## src/hdl/fsp_pkg.sv

```systemverilog
package fsp_pkg;

   // -----------------------------------------------------------------
   // Register map of the controller (APB, byte addresses)
   // -----------------------------------------------------------------
   localparam logic [11:0] FSP_CTRL_OFF = 12'h000;
   localparam logic [11:0] FSP_ADDR_OFF = 12'h004;
   localparam logic [11:0] FSP_STAT_OFF = 12'h008;
   localparam logic [11:0] FSP_DATA_OFF = 12'h00C;

   // Control register fields.
   localparam int FSP_CTRL_POLL_BIT = 0;
   localparam int FSP_CTRL_WIN_BIT = 1;
   localparam int FSP_CTRL_ABORT_BIT = 2;
   localparam int FSP_CTRL_ERASE_BIT = 3;

   // Status register fields.
   localparam int FSP_ST_BUSY_BIT = 0;
   localparam int FSP_ST_DONE_BIT = 1;
   localparam int FSP_ST_FAIL_BIT = 2;
   localparam int FSP_ST_WIN_BIT = 3;
   localparam int FSP_ST_SUSP_BIT = 4;
   localparam int FSP_ST_RDY_BIT = 5;

   // Status bit positions in the device's low data byte.
   localparam int FSP_DQ_ERASE_TGL = 2;
   localparam int FSP_DQ_WINDOW = 3;
   localparam int FSP_DQ_LIMIT = 5;
   localparam int FSP_DQ_ACT_TGL = 6;
   localparam int FSP_DQ_POLL = 7;

   // Reset command data word.
   localparam logic [15:0] FSP_RESET_CMD = 16'h00F0;

   // -----------------------------------------------------------------
   // Flash bus timing at 40 MHz (25 ns period)
   // -----------------------------------------------------------------
   localparam int FSP_CLK_NS = 25;
   localparam int FSP_TRC_NS = 70;
   localparam int FSP_TOE_NS = 30;
   localparam int FSP_TACC_NS = 70;
   localparam int FSP_TOEH_NS = 10;
   // Read strobe is held until the slowest access time has passed (min, round up).
   localparam int FSP_RD_CYC = (FSP_TACC_NS + FSP_CLK_NS - 1) / FSP_CLK_NS;
   // Idle gap between cycles covers output hold and cycle time.
   localparam int FSP_GAP_CYC = (FSP_TRC_NS + FSP_CLK_NS - 1) / FSP_CLK_NS;
   localparam int FSP_WR_CYC = FSP_GAP_CYC;

   // Sequencer states.
   typedef enum logic [3:0] {
      FSP_IDLE, FSP_RD1, FSP_RD2, FSP_CHK, FSP_RD3, FSP_CHK3,
      FSP_RDWIN, FSP_WRRST, FSP_GAP
   } fsp_state_t;

   // Flash pin bundle driven by the controller.
   typedef struct packed {
      logic ce_n;
      logic oe_n;
      logic we_n;
      logic [17:0] addr;
      logic [15:0] dout;
      logic doe;
   } fsp_flash_out_t;

   // APB request bundle.
   typedef struct packed {
      logic psel;
      logic penable;
      logic pwrite;
      logic [11:0] paddr;
      logic [31:0] pwdata;
   } fsp_apb_req_t;

endpackage

```

## src/hdl/fsp_poller.sv

```systemverilog
// Our own choices: the APB interface to the registers and the placing of the registers.
`timescale 1ns/100ps
`default_nettype none

module fsp_poller
   import fsp_pkg::*;
(
   // APB clock and reset
   input wire logic pclk,
   input wire logic presetn,
   // APB slave
   input wire logic psel,
   input wire logic penable,
   input wire logic pwrite,
   input wire logic [11:0] paddr,
   input wire logic [31:0] pwdata,
   output logic [31:0] prdata,
   output logic pready,
   output logic pslverr,
   // Flash pins
   output logic flash_ce_n,
   output logic flash_oe_n,
   output logic flash_we_n,
   output logic [17:0] flash_addr,
   output logic [15:0] flash_dq_out,
   output logic flash_dq_oe,
   input wire logic [15:0] flash_dq_in,
   input wire logic ready_busy_output
);

   // ---------------------------------------------------------------
   // Registers
   // ---------------------------------------------------------------
   fsp_state_t state_ff;
   fsp_state_t ret_ff;
   fsp_flash_out_t pins_ff;
   logic [17:0] addr_ff;
   logic erase_ff;
   logic busy_ff, done_ff, fail_ff, win_ff, susp_ff;
   logic [7:0] first_ff;
   logic [7:0] last_ff;
   logic [3:0] cnt_ff;
   logic [2:0] rb_sync_ff;
   logic rdy_ff;
   logic [7:0] dq_s1_ff, dq_s2_ff, dq_s3_ff;
   logic start_poll, start_win, abort, wr_en;

   // ---------------------------------------------------------------
   // APB slave: zero wait states, unmapped reads zero with error
   // ---------------------------------------------------------------
   assign pready = 1'b1;
   assign wr_en = psel && penable && pwrite;
   assign start_poll = wr_en && (paddr == FSP_CTRL_OFF) && pwdata[FSP_CTRL_POLL_BIT];
   assign start_win = wr_en && (paddr == FSP_CTRL_OFF) && pwdata[FSP_CTRL_WIN_BIT];
   assign abort = wr_en && (paddr == FSP_CTRL_OFF) && pwdata[FSP_CTRL_ABORT_BIT];

   always_comb
   begin
      pslverr = 1'b0;
      prdata = 32'h00000000;
      if (paddr == FSP_CTRL_OFF)
      begin
         prdata[FSP_CTRL_ERASE_BIT] = erase_ff;
      end
      else if (paddr == FSP_ADDR_OFF)
      begin
         prdata[17:0] = addr_ff;
      end
      else if (paddr == FSP_STAT_OFF)
      begin
         prdata[FSP_ST_BUSY_BIT] = busy_ff;
         prdata[FSP_ST_DONE_BIT] = done_ff;
         prdata[FSP_ST_FAIL_BIT] = fail_ff;
         prdata[FSP_ST_WIN_BIT] = win_ff;
         prdata[FSP_ST_SUSP_BIT] = susp_ff;
         prdata[FSP_ST_RDY_BIT] = rdy_ff;
      end
      else if (paddr == FSP_DATA_OFF)
      begin
         prdata[15:0] = {last_ff, first_ff};
      end
      else
      begin
         pslverr = psel && penable;
      end
   end

   // Address of the valid polling location and erase kind.
   always_ff @(posedge pclk or negedge presetn)
   begin
      if (!presetn)
      begin
         addr_ff <= 18'h00000;
         erase_ff <= 1'b0;
      end
      else if (wr_en && paddr == FSP_ADDR_OFF && !busy_ff)
      begin
         addr_ff <= pwdata[17:0];
      end
      else if (wr_en && paddr == FSP_CTRL_OFF && !busy_ff)
      begin
         erase_ff <= pwdata[FSP_CTRL_ERASE_BIT];
      end
   end

   // ---------------------------------------------------------------
   // Pin input synchronisers: three stages; ready changes when two agree
   // ---------------------------------------------------------------
   always_ff @(posedge pclk or negedge presetn)
   begin
      if (!presetn)
      begin
         rb_sync_ff <= 3'h7;
         rdy_ff <= 1'b1;
         dq_s1_ff <= 8'h00;
         dq_s2_ff <= 8'h00;
         dq_s3_ff <= 8'h00;
      end
      else
      begin
         rb_sync_ff <= {rb_sync_ff[1:0], ready_busy_output};
         if (rb_sync_ff[2] == rb_sync_ff[1])
         begin
            rdy_ff <= rb_sync_ff[1]; // Low means device busy.
         end
         dq_s1_ff <= flash_dq_in[7:0];
         dq_s2_ff <= dq_s1_ff;
         dq_s3_ff <= dq_s2_ff;
      end
   end

   // ---------------------------------------------------------------
   // Polling sequencer
   // ---------------------------------------------------------------
   // Reads are strobed long enough that the sampled byte is settled by the
   // time the third stage holds it; the extra stages cost a few cycles only.
   always_ff @(posedge pclk or negedge presetn)
   begin
      if (!presetn)
      begin
         state_ff <= FSP_IDLE;
         ret_ff <= FSP_IDLE;
         cnt_ff <= 4'h0;
         pins_ff <= '{ce_n: 1'b1, oe_n: 1'b1, we_n: 1'b1, addr: 18'h00000,
                      dout: 16'h0000, doe: 1'b0};
         first_ff <= 8'h00;
         last_ff <= 8'h00;
         busy_ff <= 1'b0;
         done_ff <= 1'b0;
         fail_ff <= 1'b0;
         win_ff <= 1'b0;
         susp_ff <= 1'b0;
      end
      else if (abort)
      begin
         // Leaving polling discards history; the next start is from scratch.
         state_ff <= FSP_IDLE;
         pins_ff.ce_n <= 1'b1;
         pins_ff.oe_n <= 1'b1;
         pins_ff.we_n <= 1'b1;
         pins_ff.doe <= 1'b0;
         busy_ff <= 1'b0;
      end
      else
      begin
         case (state_ff)
            FSP_IDLE:
            begin
               // Software starts polling only after its command write.
               if (start_poll || start_win)
               begin
                  busy_ff <= 1'b1;
                  done_ff <= 1'b0;
                  fail_ff <= 1'b0;
                  susp_ff <= 1'b0; // A stale suspend verdict must not outlive its poll.
                  pins_ff.addr <= addr_ff;
                  pins_ff.ce_n <= 1'b0;
                  pins_ff.oe_n <= 1'b0;
                  cnt_ff <= 4'(FSP_RD_CYC + 3);
                  state_ff <= start_win ? FSP_RDWIN : FSP_RD1;
               end
            end
            FSP_RD1, FSP_RD2, FSP_RD3, FSP_RDWIN:
            begin
               if (cnt_ff != 4'h0)
               begin
                  cnt_ff <= cnt_ff - 4'h1;
               end
               else
               begin
                  // Strobe rises per read so the device counts a new cycle.
                  pins_ff.ce_n <= 1'b1;
                  pins_ff.oe_n <= 1'b1;
                  cnt_ff <= 4'(FSP_GAP_CYC);
                  state_ff <= FSP_GAP;
                  case (state_ff)
                     FSP_RD1:
                     begin
                        first_ff <= dq_s3_ff;
                        ret_ff <= FSP_RD2;
                     end
                     FSP_RD2:
                     begin
                        last_ff <= dq_s3_ff;
                        ret_ff <= FSP_CHK;
                     end
                     FSP_RD3:
                     begin
                        last_ff <= dq_s3_ff;
                        ret_ff <= FSP_CHK3;
                     end
                     default:
                     begin
                        // Window flag: low still accepts sectors, high means started.
                        win_ff <= dq_s3_ff[FSP_DQ_WINDOW];
                        busy_ff <= 1'b0;
                        ret_ff <= FSP_IDLE;
                     end
                  endcase
               end
            end
            FSP_GAP:
            begin
               if (cnt_ff != 4'h0)
               begin
                  cnt_ff <= cnt_ff - 4'h1;
               end
               else if (ret_ff == FSP_RD2)
               begin
                  pins_ff.ce_n <= 1'b0;
                  pins_ff.oe_n <= 1'b0;
                  cnt_ff <= 4'(FSP_RD_CYC + 3);
                  state_ff <= ret_ff;
               end
               else
               begin
                  state_ff <= ret_ff;
                  pins_ff.doe <= 1'b0; // Write data is released only once the bus is idle.
               end
            end
            FSP_CHK:
            begin
               // Two back-to-back reads decide whether toggling goes on.
               if (first_ff[FSP_DQ_ACT_TGL] == last_ff[FSP_DQ_ACT_TGL])
               begin
                  done_ff <= 1'b1;
                  busy_ff <= 1'b0;
                  // Stopped activity toggle with a toggling sector: suspended.
                  susp_ff <= erase_ff && (first_ff[FSP_DQ_ERASE_TGL] != last_ff[FSP_DQ_ERASE_TGL]);
                  state_ff <= FSP_IDLE;
               end
               else
               begin
                  // Fail flag seen: one more read decides; else a fresh pair.
                  first_ff <= last_ff;
                  pins_ff.ce_n <= 1'b0;
                  pins_ff.oe_n <= 1'b0;
                  cnt_ff <= 4'(FSP_RD_CYC + 3);
                  state_ff <= last_ff[FSP_DQ_LIMIT] ? FSP_RD3 : FSP_RD1;
               end
            end
            FSP_CHK3:
            begin
               if (first_ff[FSP_DQ_ACT_TGL] == last_ff[FSP_DQ_ACT_TGL])
               begin
                  done_ff <= 1'b1;
                  busy_ff <= 1'b0;
                  state_ff <= FSP_IDLE;
               end
               else
               begin
                  // Still toggling: failure, write the reset command.
                  fail_ff <= 1'b1;
                  pins_ff.dout <= FSP_RESET_CMD;
                  pins_ff.doe <= 1'b1;
                  pins_ff.ce_n <= 1'b0;
                  pins_ff.we_n <= 1'b0;
                  cnt_ff <= 4'(FSP_WR_CYC);
                  state_ff <= FSP_WRRST;
               end
            end
            FSP_WRRST:
            begin
               if (cnt_ff != 4'h0)
               begin
                  cnt_ff <= cnt_ff - 4'h1;
               end
               else
               begin
                  pins_ff.ce_n <= 1'b1;
                  pins_ff.we_n <= 1'b1;
                  cnt_ff <= 4'(FSP_GAP_CYC);
                  ret_ff <= FSP_IDLE;
                  busy_ff <= 1'b0;
                  state_ff <= FSP_GAP;
               end
            end
            default:
            begin
               state_ff <= FSP_IDLE;
            end
         endcase
      end
   end

   // Flash pins come straight from flip-flops.
   assign flash_ce_n = pins_ff.ce_n;
   assign flash_oe_n = pins_ff.oe_n;
   assign flash_we_n = pins_ff.we_n;
   assign flash_addr = pins_ff.addr;
   assign flash_dq_out = pins_ff.dout;
   assign flash_dq_oe = pins_ff.doe;

endmodule

`default_nettype wire

```

## config.mk

```make
export PLATFORM = sky130hd
export DESIGN_NAME = fsp_poller
export DESIGN_NICKNAME = d
export VERILOG_FILES = /design/src/hdl/fsp_pkg.sv /design/src/hdl/fsp_poller.sv
export SDC_FILE = /design/constraint.sdc
export NUM_CORES = 1
export LEC_CHECK = 0
export BUFFER_PORTS_ARGS = -buffer_cell sky130_fd_sc_hd__buf_2
export CAP_MARGIN = 10
export CELL_PAD_IN_SITES_DETAIL_PLACEMENT = 0
export CELL_PAD_IN_SITES_GLOBAL_PLACEMENT = 2
export CORE_UTILIZATION = 36
export DETAILED_ROUTE_END_ITERATION = 12
export PLACE_DENSITY = 0.94
export SETUP_SLACK_MARGIN = 0.2
export SKIP_CTS_REPAIR_TIMING = 1
export SYNTH_ARGS = -nofsm -noshare
export SYNTH_HDL_FRONTEND = slang
export SYNTH_SLANG_ARGS = --single-unit
```

## constraint.sdc

```tcl
create_clock -name pclk -period 12.9 [get_ports pclk]
set_clock_uncertainty 0.15 [all_clocks]
set_input_delay 3.87 -clock pclk [delete_from_list [all_inputs] [get_ports pclk]]
set_output_delay 3.87 -clock pclk [all_outputs]
set_load 0.1 [all_outputs]
```

* Word level (Yosys, flattened, before mapping)
Cells that the tools add are included.
Operators by class: multiplexer cells 66, $add $sub $neg 1, equal/unequal tests 35, bitwise logic cells 5, reductions and logical operators 48
Operators by type and width (number):
- 4-bit 2-to-1 mux | 12
- 4-bit case mux with 5 select lines | 2
- 3-bit != test (second input constant) | 11
- 16-bit 2-to-1 mux | 2
- 4-bit AND reduction | 7
- 12-bit by 4-bit == test with 1-bit output (second input constant) | 2
- 8-bit 2-to-1 mux | 3
- 1-bit 2-to-1 mux | 21
- 3-bit 2-to-1 mux | 6
- 6-bit AND reduction | 3
- 4-bit by 3-bit == test with 1-bit output (second input constant) | 4
- 8-bit case mux with 2 select lines | 1
- 5-bit nonzero test | 3
- 14-bit 2-to-1 mux | 1
- 2-bit != test (second input constant) | 7
- 12-bit by 3-bit == test with 1-bit output (second input constant) | 1
- 4-bit by 2-bit == test with 1-bit output (second input constant) | 3
- 12-bit zero test | 1
- 2-bit 2-to-1 mux | 6
- 3-bit AND reduction | 4
- 1-bit logical AND | 10
- 10-bit 2-to-1 mux | 1
- 1-bit case mux with 2 select lines | 5
- 2-bit nonzero test | 5
- 26 further kinds | 34
Word-level totals: word-level logic and storage cells 178, register bits 103, input bits 66, output and inout bits 72

* Depth between registers and ports, before layout
depth in word-level cells 8, gate-level depth with buffers 9, gate-level depth less buffers 7

* Least setup slack after synthesis
Ideal clock, no wire load.
path kind input to output, from input port paddr[9], to output port prdata[16], setup slack 1.407 ns, required time 8.880 ns, buffers on the path 1, data arrival time 7.473 ns, cell stages on the path 5, cells stage by stage or4_4 -> or4_4 -> buf_6 -> or2_4 -> nor3b_1
Between the ends: cells in the longest elaborated chain, start to end 3, elaborated cells between the ends (all ways) 4, those cells by class eq/ne: 1; mux: 2; reduce/logical: 1
RTL lines:
- from (decl) | line fsp_poller.sv:15 | input wire logic [11:0] paddr,
- 12-bit by 3-bit == test with 1-bit output | line fsp_poller.sv:65 | else if (paddr == FSP_ADDR_OFF)
- 2-bit 2-to-1 mux | line fsp_poller.sv:65
- 14-bit 2-to-1 mux * | line fsp_poller.sv:61 | if (paddr == FSP_CTRL_OFF)
- to (decl) | line fsp_poller.sv:17 | output logic [31:0] prdata,
Mark *: on every way between the ends. The rest lies on a longest branch, timed or not.

* Worst setup path after layout
from input port paddr[9], to output port prdata[17]
The elaborated chain is that of the path after synthesis.

==> qor.yml <==
period_minus_slack_ns: 10.11
routed-via-count: 3414
n_antenna_cell: 0
antenna_left: 0
critPathLaunchType: "input port"
critPathMaxStageDelay_ns: 0.56
fp.dieArea_um2: 14100
final_net_count: 566
hpwl_um: 7500
setup_viol: 0
area_growth_pct: 15.6
core-area_um2: 13200
wl_per_cell_um: 15.8
end_kind: "output port"
critPathMaxFanout: 13
rsz0062_at_grt: "false"
hp-class: "reg2reg"
synthArstFlopShare_pct: 100
ys_seq_area_share_pct: 52.3
finalSetupTns_ns: 0
cts_max_level: 3
avgViaCountPerCell: 5.03
drc: 0
grt_max_degree: 80
design_area_um2: 5670
slew_viol_final: 0
outcome: "finished clean"
clk_latency_ns: 0.35
worst_path_max_delay_cell: "or4_4"
cp.arrival_ns: 6.09
drt_iter0_drc: 159
ios: 138
crit_family: "simple AND/OR/NAND/NOR gates"
finalHoldViolCount: 0
gp_congestion: 0.817
drt_first_pass_iters: 6
antenna_found_initial: 0
wirelength_um: 10700
root_buffer: "clkbuf_16"
cts_buffers: 9
synth_seq_cells: 102
grt_pass1_wl_um: 17300
syn_area_per_cell_um2: 11.6
ir_drop_mv: 0.125
whs_ns: 0.198
slew_headroom_pct: 25.0
netlist_instances: 424
fillers: 1306
netlist_area_um2: 4900
critPathKind: "in2out"
required_ns: 8.88
p_leak_nw: 2.78
finalCritPeriodShare_pct: 78.4
cts_buffer_depth: 2
tritoncts: "done"
layout-drive-gt1-share_pct: 35.0
dpl_cell_area_um2: 5360
io_buffers: 88
crit_buf_inv: 2
maxCapViolCount: 0
die_h_um: 119
row_count: 42
die_x_um: 119
track_usage_pct: 15.9
clkTransAtPathRegs_ns: 0.07
crit_chain: "buf_2, or4_4, or4_4, or2_4, nor3b_1, buf_2"
p_per_area_nw_per_um2: 145
start_util_pct: 37.0
yosys_warnings: 0
fmax_mhz: 98.9
synthDistinctLibCells: 60
grt_overflow_total: 0
worst-slew-pin-transition_ns: 1.12
numClockSinks: 102
synth_edf_count: 0
ys.flop_type: "dfrtp_1"
grt_pass1_vias: 3409
-- through the flow --
step           setup slack [ns]  power, mW  instances  util [%]
5_1_grt                    2.72      0.864        679      42.8
3_5_place_dp               2.78      0.549        663      40.5
2_1_floorplan              1.41      0.506        449         -
3_3_place_gp               2.81      0.544        663      40.5
6_report                   2.79      0.823        679      42.8
4_1_cts                    2.77      0.831        679      42.8
-- cell families after synthesis --
logic type | Yosys count | synth area share (%)
other | 2 | 0.153
flip-flops | 102 | 52.3
AO/OA/AOI/OAI | 76 | 10.1
XOR/XNOR | 7 | 1.25
AND/OR/NAND/NOR | 98 | 10.7
buffers and inverters | 64 | 7.89
multiplexers | 72 | 17.0
adder cells (fa/ha/maj) | 3 | 0.715
-- registers in the layout, indices dropped and copies added, names as in the netlist, 3 cells and up --
register    count
addr_ff        18
cnt_ff          4
dq_s1_ff        8
dq_s2_ff        8
dq_s3_ff        8
first_ff        8
flash_addr     18
last_ff         8
rb_sync_ff      3
ret_ff          3
state_ff        4
-- per-layer routing --
metal / wire, um / track usage, % / vias to the layer above
met5: 0 / 0 / -
met3: 480 / 4.01 / 11
met1: 4650 / 19.6 / 1702
li1: - / - / 1605
met4: 157 / 5.30 / 0
met2: 5450 / 26.9 / 96
-- where the power goes --
part	internal, mW	total [mW]	switching, mW
registers	0.337	0.356	0.0190
clock network	0.158	0.279	0.120
logic	0.0588	0.188	0.129
-- synthesized netlist by cell type, drive strengths merged, types with 3 or more instances --
cell type	instances	area [um2]
dfrtp	95	2380
mux2	50	601
buf	37	285
nand2	24	90.1
nor2	24	90.1
mux2i	21	210
clkbuf	19	71.3
o21ai	19	95.1
a21oi	16	80.1
inv	8	30.0
dfstp	7	184
o211ai	6	45.0
or3	6	37.5
a22oi	5	37.5
nand3	5	25.0
nor3b	5	37.5
nor4	5	31.3
a211o	4	35.0
nor2b	4	25.0
nor3	4	20.0
o22ai	4	25.0
or4	4	37.5
xor2	4	35.0
a211oi	3	22.5
and3	3	18.8
o31ai	3	22.5
xnor2	3	26.3
-- path summary, 6_finish.rpt --
path | start | to | slack (ns) | cells after the start
min | dq_s2_ff[0] | dq_s3_ff[0] | 0.20 | 0
min reg2reg | dq_s2_ff[0] | dq_s3_ff[0] | 0.20 | 0
max reg2reg | state_ff[2] | flash_addr[15] | 9.97 | 7
min in group asynchronous | presetn | cnt_ff[2] | 3.27 | 1
max in group asynchronous | presetn | first_ff[6] | 8.07 | 2
max | paddr[9] | prdata[17] | 2.79 | 6
-- cell usage in the layout (no fill, tap or decap), types with 5 or more instances in the layout --
cell	Yosys	final
mux2_4	10	10
clkbuf_16	0	9
nor2_1	24	24
dfstp_2	7	7
or3_1	6	6
inv_1	8	8
buf_2	2	87
buf_4	30	7
o211ai_1	6	6
o21ai_0	19	19
mux2i_1	21	21
conb_1	2	27
a21oi_1	16	16
mux2_2	40	40
dfrtp_1	95	95
a22oi_1	5	5
nor3b_1	5	5
nand3_1	5	5
nand2_1	24	24
-- area by class of cell --
| cell class | count | area [um2] | share of cell area (%) |
|---|---|---|---|
| multi-input combinational | 283 | 2060 | 36.3 |
| timing repair buffer | 94 | 488 | 8.61 |
| sequential | 102 | 2560 | 45.2 |
| inverter | 8 | 30.0 | 0.530 |
| clock buffer | 11 | 243 | 4.28 |
| clock inverter | 5 | 66.3 | 1.17 |
| tap | 176 | 220 | 3.89 |
(Power assumes the default switching activity.)
